--- config.mk ---
export PLATFORM = sky130hd
export DESIGN_NAME = sacc_convert_control
export DESIGN_NICKNAME = d
export VERILOG_FILES = /design/src/verilog/sacc_pkg.sv /design/src/verilog/sacc_convert_control.sv
export SDC_FILE = /design/constraint.sdc
export NUM_CORES = 1
export LEC_CHECK = 0
export BUFFER_PORTS_ARGS = -buffer_cell sky130_fd_sc_hd__buf_2
export CORE_MARGIN = 10
export CORE_UTILIZATION = 45
export CTS_CLUSTER_DIAMETER = 80
export DETAILED_ROUTE_END_ITERATION = 8
export PLACE_DENSITY_LB_ADDON = 0.2
export SKIP_LAST_GASP = 1
export SLEW_MARGIN = 10
export SYNTH_ARGS = -nofsm -noshare
export SYNTH_HDL_FRONTEND = slang
export SYNTH_SLANG_ARGS = --single-unit
--- constraint.sdc ---
create_clock -name clk -period 2.3 [get_ports clk]
set_input_delay 0.575 -clock clk [delete_from_list [all_inputs] [get_ports clk]]
set_output_delay 0.575 -clock clk [all_outputs]
set_load 0.02 [all_outputs]
--- src/verilog/sacc_pkg.sv ---
// package: constants and carrier types of the successive-approximation convert control
`default_nettype none
package sacc_pkg;
  localparam int unsigned CLK_PERIOD_PS = 5000;
  localparam int unsigned CONV_PULSE_MIN_NS = 500;
  localparam int unsigned RESET_DONE_MAX_NS = 1500;
  localparam int unsigned CONV_TIME_TYP_NS = 20000;
  localparam int unsigned CONV_TIME_MAX_NS = 30000;
  // least-time count rounds up, longest-time count rounds down
  localparam int unsigned CONV_PULSE_MIN_CYC =
    (CONV_PULSE_MIN_NS * 1000 + CLK_PERIOD_PS - 1) / CLK_PERIOD_PS;
  localparam int unsigned RESET_DONE_MAX_CYC = (RESET_DONE_MAX_NS * 1000) / CLK_PERIOD_PS;
  localparam int unsigned CONV_TIME_TYP_CYC = (CONV_TIME_TYP_NS * 1000) / CLK_PERIOD_PS;
  localparam int unsigned CONV_TIME_MAX_CYC = (CONV_TIME_MAX_NS * 1000) / CLK_PERIOD_PS;
  localparam int unsigned DATA_W = 8;
  localparam logic [DATA_W-1:0] RESULT_RST = 8'h00;
  localparam logic [DATA_W-1:0] MSB_ONLY = 8'h80;
  localparam logic [DATA_W-1:0] HALF_LSB_NONE = 8'h00;

  typedef enum logic [1:0] {
    SACC_IDLE,
    SACC_ARMED,
    SACC_TRIAL,
    SACC_SETTLE
  } sacc_state_e;

  typedef struct packed {
    sacc_state_e state;
    logic [DATA_W-1:0] approx;
    logic [DATA_W-1:0] trialBit;
    logic [DATA_W-1:0] result;
    logic [15:0] settleCnt;
    logic convertPrev;
    logic doneN;
    logic [DATA_W-1:0] dataOut;
    logic dataOeN;
    logic [DATA_W-1:0] dacCode;
    logic offsetOn;
  } sacc_ctl_s;

  typedef struct packed {
    logic [DATA_W-1:0] dataOut;
    logic dataOeN;
  } sacc_bus_s;
endpackage : sacc_pkg
`default_nettype wire
--- src/verilog/sacc_convert_control.sv ---
// module: successive-approximation convert control with always-driven result port and registered output enable
`default_nettype none
// Function
// - convert rise resets register, done high fast
// - bit trials begin on convert falling edge
// - trial bits from most to least significant
// - set bit, clear if dac exceeds input
// - done low after all eight bits
// - enable low drives result, else floats; here dataOut is always driven and dataOeN is a registered copy of dataEnableN
// - conversion completes within 30 us
// - unipolar straight binary, bipolar offset binary
// - range input switches bipolar offset in
// - bipolar codes 00, 80, ff at scale points
module sacc_convert_control #(
  parameter int unsigned SETTLE_CYC = sacc_pkg::CONV_TIME_TYP_CYC / sacc_pkg::DATA_W
) (
  // clock and reset
  input wire logic clk,
  input wire logic resetn,
  // host control
  input wire logic convert,
  input wire logic dataEnableN,
  input wire logic bipolarSel,
  // comparator: high when dac sum exceeds analog input
  input wire logic dacAboveInput,
  // dac drive and bipolar offset switch
  output logic [sacc_pkg::DATA_W-1:0] dacCode,
  output logic bipolarOffsetOn,
  // status, always-driven result data and output enable
  output logic conversion_done_n,
  output logic [sacc_pkg::DATA_W-1:0] dataOut,
  output logic dataOeN
);
  // ----------------------------------------------------------------
  // settle counter constants
  // ----------------------------------------------------------------
  // settle time per bit, counted down to zero before the comparator is read
  localparam logic [15:0] SETTLE_LOAD = 16'(SETTLE_CYC - 1);
  localparam logic [15:0] SETTLE_ZERO = 16'h0000;
  localparam logic [15:0] SETTLE_STEP = 16'h0001;

  // ----------------------------------------------------------------
  // state
  // ----------------------------------------------------------------
  // every register of the block lives in this one record
  sacc_pkg::sacc_ctl_s ctl_q;
  sacc_pkg::sacc_ctl_s ctl_d;

  // ----------------------------------------------------------------
  // helpers
  // ----------------------------------------------------------------
  // code with the trial bit withdrawn, for a dac sum that overshoots
  function automatic logic [sacc_pkg::DATA_W-1:0] drop_trial(
    input logic [sacc_pkg::DATA_W-1:0] code,
    input logic [sacc_pkg::DATA_W-1:0] trial
  );
    return code & ~trial;
  endfunction : drop_trial

  // code once the comparator has judged the current trial bit
  function automatic logic [sacc_pkg::DATA_W-1:0] judge_trial(
    input logic [sacc_pkg::DATA_W-1:0] code,
    input logic [sacc_pkg::DATA_W-1:0] trial,
    input logic overshoot
  );
    return overshoot ? drop_trial(code, trial) : code;
  endfunction : judge_trial

  // ----------------------------------------------------------------
  // next state
  // ----------------------------------------------------------------
  always_comb begin
    ctl_d = ctl_q;
    ctl_d.convertPrev = convert;
    unique case (ctl_q.state)
      sacc_pkg::SACC_IDLE: begin
        // result and done stand still until the next convert rise
        ctl_d.state = sacc_pkg::SACC_IDLE;
      end
      sacc_pkg::SACC_ARMED: begin
        // trials wait for the falling edge of the convert pulse
        if (!convert) begin
          ctl_d.trialBit = sacc_pkg::MSB_ONLY;
          ctl_d.state = sacc_pkg::SACC_TRIAL;
        end
      end
      sacc_pkg::SACC_TRIAL: begin
        ctl_d.approx = ctl_q.approx | ctl_q.trialBit;
        ctl_d.settleCnt = SETTLE_LOAD;
        ctl_d.state = sacc_pkg::SACC_SETTLE;
      end
      sacc_pkg::SACC_SETTLE: begin
        if (ctl_q.settleCnt != SETTLE_ZERO) begin
          ctl_d.settleCnt = ctl_q.settleCnt - SETTLE_STEP;
        end else begin
          // comparator is read only at the end of the settle time
          ctl_d.approx = judge_trial(ctl_q.approx, ctl_q.trialBit, dacAboveInput);
          if (ctl_q.trialBit[0]) begin
            ctl_d.result = judge_trial(ctl_q.approx, ctl_q.trialBit, dacAboveInput);
            ctl_d.doneN = 1'b0;
            ctl_d.state = sacc_pkg::SACC_IDLE;
          end else begin
            ctl_d.trialBit = ctl_q.trialBit >> 1;
            ctl_d.state = sacc_pkg::SACC_TRIAL;
          end
        end
      end
    endcase
    // a new convert rise restarts from any state
    if (convert && !ctl_q.convertPrev) begin
      ctl_d.state = sacc_pkg::SACC_ARMED;
      ctl_d.approx = sacc_pkg::RESULT_RST;
      ctl_d.result = sacc_pkg::RESULT_RST;
      ctl_d.doneN = 1'b1;
    end
    // outputs are registered copies so that every pin leaves a flip-flop
    ctl_d.dacCode = ctl_d.approx;
    ctl_d.dataOut = ctl_d.result;
    ctl_d.dataOeN = dataEnableN;
    ctl_d.offsetOn = bipolarSel;
  end

  // ----------------------------------------------------------------
  // registers
  // ----------------------------------------------------------------
  always_ff @(posedge clk or negedge resetn) begin
    if (!resetn) begin
      ctl_q <= '{state: sacc_pkg::SACC_IDLE, approx: sacc_pkg::RESULT_RST,
                 trialBit: sacc_pkg::HALF_LSB_NONE, result: sacc_pkg::RESULT_RST,
                 settleCnt: 16'h0000, convertPrev: 1'b0, doneN: 1'b1,
                 dataOut: sacc_pkg::RESULT_RST, dataOeN: 1'b1,
                 dacCode: sacc_pkg::RESULT_RST, offsetOn: 1'b0};
    end else begin
      ctl_q <= ctl_d;
    end
  end

  // ----------------------------------------------------------------
  // outputs
  // ----------------------------------------------------------------
  assign dacCode = ctl_q.dacCode;
  assign bipolarOffsetOn = ctl_q.offsetOn;
  assign conversion_done_n = ctl_q.doneN;
  assign dataOut = ctl_q.dataOut;
  assign dataOeN = ctl_q.dataOeN;
endmodule : sacc_convert_control
`default_nettype wire

==> results of run 1 <==
where the power goes:
| group | switching [mW] | internal, mW | total (mW) |
|---|---|---|---|
| registers | 0.103 | 0.889 | 0.992 |
| logic | 0.378 | 0.247 | 0.624 |
| clock network | 0.270 | 0.325 | 0.595 |
flip-flops by register name, indices dropped and copies added (netlist names):
name / cells
ctl_q: 27
dacCode: 8
dataOut: 8
bipolarOffsetOn: 1
conversion_done_n: 1
dataOeN: 1
synthesized netlist by cell type, types with 6 or more instances:
cell,instances
dfrtp_1,44
a21oi_1,23
buf_4,16
o21ai_0,12
a211oi_1,11
nand4_1,11
nor2_1,10
nor2b_1,9
clkbuf_1,8
nand2_1,8
a21boi_0,7
nand2b_1,7
or4_1,7
mux2_2,6
nor3_1,6
critical path, delay by kind of cell (launching register included):
family / cells / cell delay, ps
and+or+nand+nor: 3 / 1460
DFF: 1 / 420
AOI/OAI and AO/OA: 1 / 160
cell families after synthesis:
logic type / share of synthesized area, %
flip-flops: 48.0
adder cells (fa/ha/maj): 0.521
multiplexers: 4.48
AND/OR/NAND/NOR: 22.4
AO/OA/AOI/OAI: 17.2
buffers and inverters: 7.29
metrics by stage:
stage	hold slack (ps)	util, %	setup WS [ps]	std cells	area (µm²)
3_5_place_dp	503	49.6	103	320	2550
5_1_grt	353	51.9	71.1	328	2670
3_3_place_gp	501	49.6	122	320	2550
6_report	364	51.9	195	328	2670
2_1_floorplan	279	-	213	239	2400
4_1_cts	354	51.7	83.0	328	2660
metal layers:
layer / wire length [µm] / GRT usage, %
met5: 0 / 0
met3: 236 / 3.68
met1: 2660 / 18.2
met2: 2330 / 18.5
met4: 88 / 4.76
final timing paths:
check                                  startpoint                 to  slack (ps)  cells past startpoint
max in group asynchronous                  resetn          ctl_q[50]        1540                      2
worst max register to register          ctl_q[30]          ctl_q[33]         190                      4
worst min register to register  conversion_done_n  conversion_done_n         510                      1
min in group asynchronous                  resetn         dataOut[1]         370                      2
worst min-delay path                  dataEnableN            dataOeN         360                      1
worst max-delay path                    ctl_q[30]          ctl_q[33]         190                      4
cell type report:
type	instances	area (µm²)
timing repair buffer	38	225
tap	70	87.6
sequential	46	1150
clock buffer	7	76.3
fill	525	2470
inverter	3	11.3
clock inverter	1	30.0
multi-input combinational	163	1080
timing repair:
action                                 4_1_cts  5_1_grt
endpoints found under the hold margin        0        0
setup endpoints to repair                    0        1
gates resized for setup                      0        1
==> out/metrics.yaml, run 1 <==
clock_skew_ps: 9.11
synth_nets: 246
p_leak_nw: 1.15
totalWireLength_mm: 5.31
root_buffer: "clkbuf_8"
antenna_cells: 0
grt_max_degree: 47
critPathMaxStageDelay_ps: 590
ioPinCount: 25
rsz0062_at_grt: "no"
crit_fanout: 6
slew_headroom_pct: 60.6
synth_seq_area_share_pct: 48.0
rows: 26
vias: 1874
mostFrequentLayoutCells: "dfrtp_1 (44), buf_2 (24), a21oi_1 (23)"
drive_gt1_share_pct: 23.3
hpwl_mm: 3.77
synth_top_area_share_pct: 45.8
clkTransAtPathRegs_ps: 80
path_cells: "or4b_4 -> or3_4 -> or4_1 -> a21oi_1"
ys.flop_type: "dfrtp_1"
clockBufferDepth: 2
final_net_count: 264
hold_path.class: "in -> reg"
die_w_um: 93.1
start_util_pct: 46.7
synth-seq-cells: 46
cts_tree: "built"
powerDensity_nw_per_um2: 829
grt_remaining_overflow: 0
maxCapViolCount: 0
yosysWarnings: 0
finalHoldViolCount: 0
period_minus_slack_ps: 2110
drt_iter0_drc: 98
antenna_found_initial: 0
syn_inst: 239
remaining_drc_errors: 0
clock-sinks: 46
cp_data_arrival_time_ps: 2330
max_freq_mhz: 475
drt_first_pass_iters: 4
core_um2: 5140
hold_buffers: 0
dieArea_um2: 8660
synth_edf_count: 0
cts_buffers: 5
gp_congestion: 0.779
grtUsageTotal_pct: 13.0
syn_area_per_cell_um2: 10.1
layout_commonest_cell: "dfrtp_1"
start_kind: "register"
cp-end-kind: "register"
grt_pass1_wl_mm: 9.29
yosysUniqueCellTypes: 45
cp.required_ps: 2530
wl_per_cell_um: 16.2
htree_levels: 2
drt.antenna.violating_nets: 0
final-setup-viol-count: 0
yosys.area.top_type: "dfrtp_1"
clk_latency_ps: 300
critPathSlowestCell: "or4b_4"
status: "completed"
timing.final.crit_share_pct: 91.5
tns_ps: 0
syn_area_um2: 2400
portBuffers: 24
vias_per_cell: 5.71
critPathKind: "reg -> reg"
max_slew.worst_pin.slew_ps: 591
grt_pass1_vias: 1862
cts_setup_buffers: 0
power.total_mw: 2.21
ir_drop_uv: 553
async_reset_ff_share_pct: 100
areaGrowthSynthToFinish_pct: 11.0
synth_area_leaders: "dfrtp_1 (46%), buf_4 (5.0%), a21oi_1 (4.8%), a211oi_1 (3.4%), nand4_1 (2.9%)"
final_max_slew_viol_count: 0
die_h_um: 93.1
(Power assumes the default switching activity.)
==> inputs of run 2 (changes only) <==
--- a/config.mk
+++ b/config.mk
@@ -6,6 +6,8 @@
 export NUM_CORES = 1
 export LEC_CHECK = 0
 export BUFFER_PORTS_ARGS = -buffer_cell sky130_fd_sc_hd__buf_2
+export CELL_PAD_IN_SITES_DETAIL_PLACEMENT = 0
+export CELL_PAD_IN_SITES_GLOBAL_PLACEMENT = 1
 export CORE_MARGIN = 10
 export CORE_UTILIZATION = 45
 export CTS_CLUSTER_DIAMETER = 80
==> out/metrics.yaml, run 2 (same netlist as run 1, synthesis figures left out) <==
totalWireLength_mm: 5.38  # +1.2%
grt_pass1_wl_mm: 9.07  # -2.4%
cp.required_ps: 2510  # -20 ps
final_max_slew_viol_count: 0  # unchanged
clockBufferDepth: 2  # unchanged
rows: 26  # unchanged
cts_buffers: 5  # unchanged
antenna_cells: 0  # unchanged
crit_fanout: 7  # +1
hold_path.class: "in -> async"
vias_per_cell: 5.64  # -1.3%
r2r_start: "ctl_q[22]"
pre_cts_slack_ps: 137  # +34.0 ps
start_util_pct: 46.7  # unchanged
reg2reg_depth: 4  # unchanged
die_h_um: 93.1  # unchanged
portBuffers: 24  # unchanged
p_leak_nw: 1.16  # +0.71%
mostFrequentLayoutCells: "dfrtp_1 (44), buf_2 (24), a21oi_1 (23)"
grt_pass1_vias: 1805  # -3.1%
maxCapViolCount: 0  # unchanged
gp_congestion: 0.790  # +1.4%
clkTransAtPathRegs_ps: 90  # about the same
htree_levels: 2  # unchanged
tns_ps: 0  # unchanged
place_inst: 320  # unchanged
critPathKind: "reg -> reg"
drive_gt1_share_pct: 24.0  # +0.78 points
regMostFlops: "ctl_q"
max_slew.worst_pin.slew_ps: 520  # -70.7 ps
timing.final.crit_share_pct: 92.3  # +0.76 points
root_buffer: "clkbuf_8"
clock-sinks: 46  # unchanged
ioPinCount: 25  # unchanged
start_kind: "register"
drt.antenna.violating_nets: 0  # unchanged
period_minus_slack_ps: 2120  # +17.4 ps
hold_slack_ps: 243  # -121 ps
die_w_um: 93.1  # unchanged
cts_tree: "built"
clock_skew_ps: 9.31  # +0.194 ps
grtUsageTotal_pct: 12.6  # -0.33 points
fin_cells: 328  # unchanged
areaGrowthSynthToFinish_pct: 11.7
max_freq_mhz: 471  # -0.82%
drt_iter0_drc: 103  # +5.1%
ir_drop_uv: 423  # -23%
grt_remaining_overflow: 0  # unchanged
cp-startpoint: "ctl_q[22]"
hold_buffers: 0  # unchanged
layout_commonest_cell: "dfrtp_1"
fin_ws_ps: 178  # -17.4 ps
dieArea_um2: 8660  # unchanged
antenna_found_initial: 0  # unchanged
final-setup-viol-count: 0  # unchanged
clk_latency_ps: 300  # about the same
wl_per_cell_um: 16.4  # +1.2%
core_um2: 5140  # unchanged
grt_max_degree: 24  # -49%
cp_data_arrival_time_ps: 2340  # about the same
finalHoldViolCount: 0  # unchanged
rsz0062_at_grt: "no"
stdcell_area_um2: 2680  # +0.61%
largest_register_ffs: 27  # unchanged
remaining_drc_errors: 0  # unchanged
place_area_um2: 2550  # unchanged
cp-end-kind: "register"
slew_headroom_pct: 65.3  # +4.7 points
final_net_count: 264  # unchanged
hpwl_mm: 3.84  # +1.8%
drt_first_pass_iters: 4  # unchanged
powerDensity_nw_per_um2: 829  # about the same
status: "completed"
vias: 1849  # -1.3%
-- run 2: critical path: stages, from the launching register on --
cell	delay [ps]
dfrtp_1	450
or4_1	530
or3_1	430
or4_1	430
a21oi_1	180
-- run 2: path summary, 6_finish.rpt --
check	slack [ps]	endpoint
worst max-delay path	180	ctl_q[31]
worst min-delay path	240	ctl_q[24]
worst max register to register	180	ctl_q[31]
worst min register to register	510	conversion_done_n
max in group asynchronous	1480	ctl_q[51]
min in group clk	360	dataOeN
-- run 2: metrics by stage --
stage / power (mW) / utilization (%)
after floorplan: 1.40 / -
after global placement: 1.61 / 49.6
after detailed placement: 1.61 / 49.6
after CTS: 2.23 / 51.9
after global routing: 2.37 / 52.2
final: 2.22 / 52.2
-- run 2: layout make-up --
| cell class | instances | area (µm²) |
|---|---|---|
| Fill cell | 501 | 2460 |
| Sequential cell | 46 | 1150 |
| Multi-Input combinational cell | 163 | 1090 |
| Timing Repair Buffer | 38 | 225 |
| Tap cell | 70 | 87.6 |
| Clock buffer | 7 | 86.3 |
| Clock inverter | 1 | 30.0 |
| Inverter | 3 | 11.3 |
-- run 2: per-layer routing --
metal / vias to the layer above / GRT usage [%] / wire length (µm)
met1: 897 / 18.3 / 2780
li1: 920 / - / -
met4: 0 / 4.24 / 39
met5: - / 0 / 0
met2: 26 / 18.2 / 2350
met3: 6 / 2.56 / 206
-- run 2: what timing repair did --
| item | in CTS | in global routing |
|---|---|---|
| resized for setup | 0 | 2 |
| setup endpoints to repair | 0 | 5 |
| hold endpoints to repair | 0 | 0 |
| buffers inserted | 0 | 0 |
-- run 2: power breakdown --
group | total [mW] | switching [mW] | leakage, nW | internal (mW)
Clock | 0.619 | 0.264 | 0.0585 | 0.354
Combinational | 0.611 | 0.369 | 0.506 | 0.241
Sequential | 0.996 | 0.107 | 0.592 | 0.889
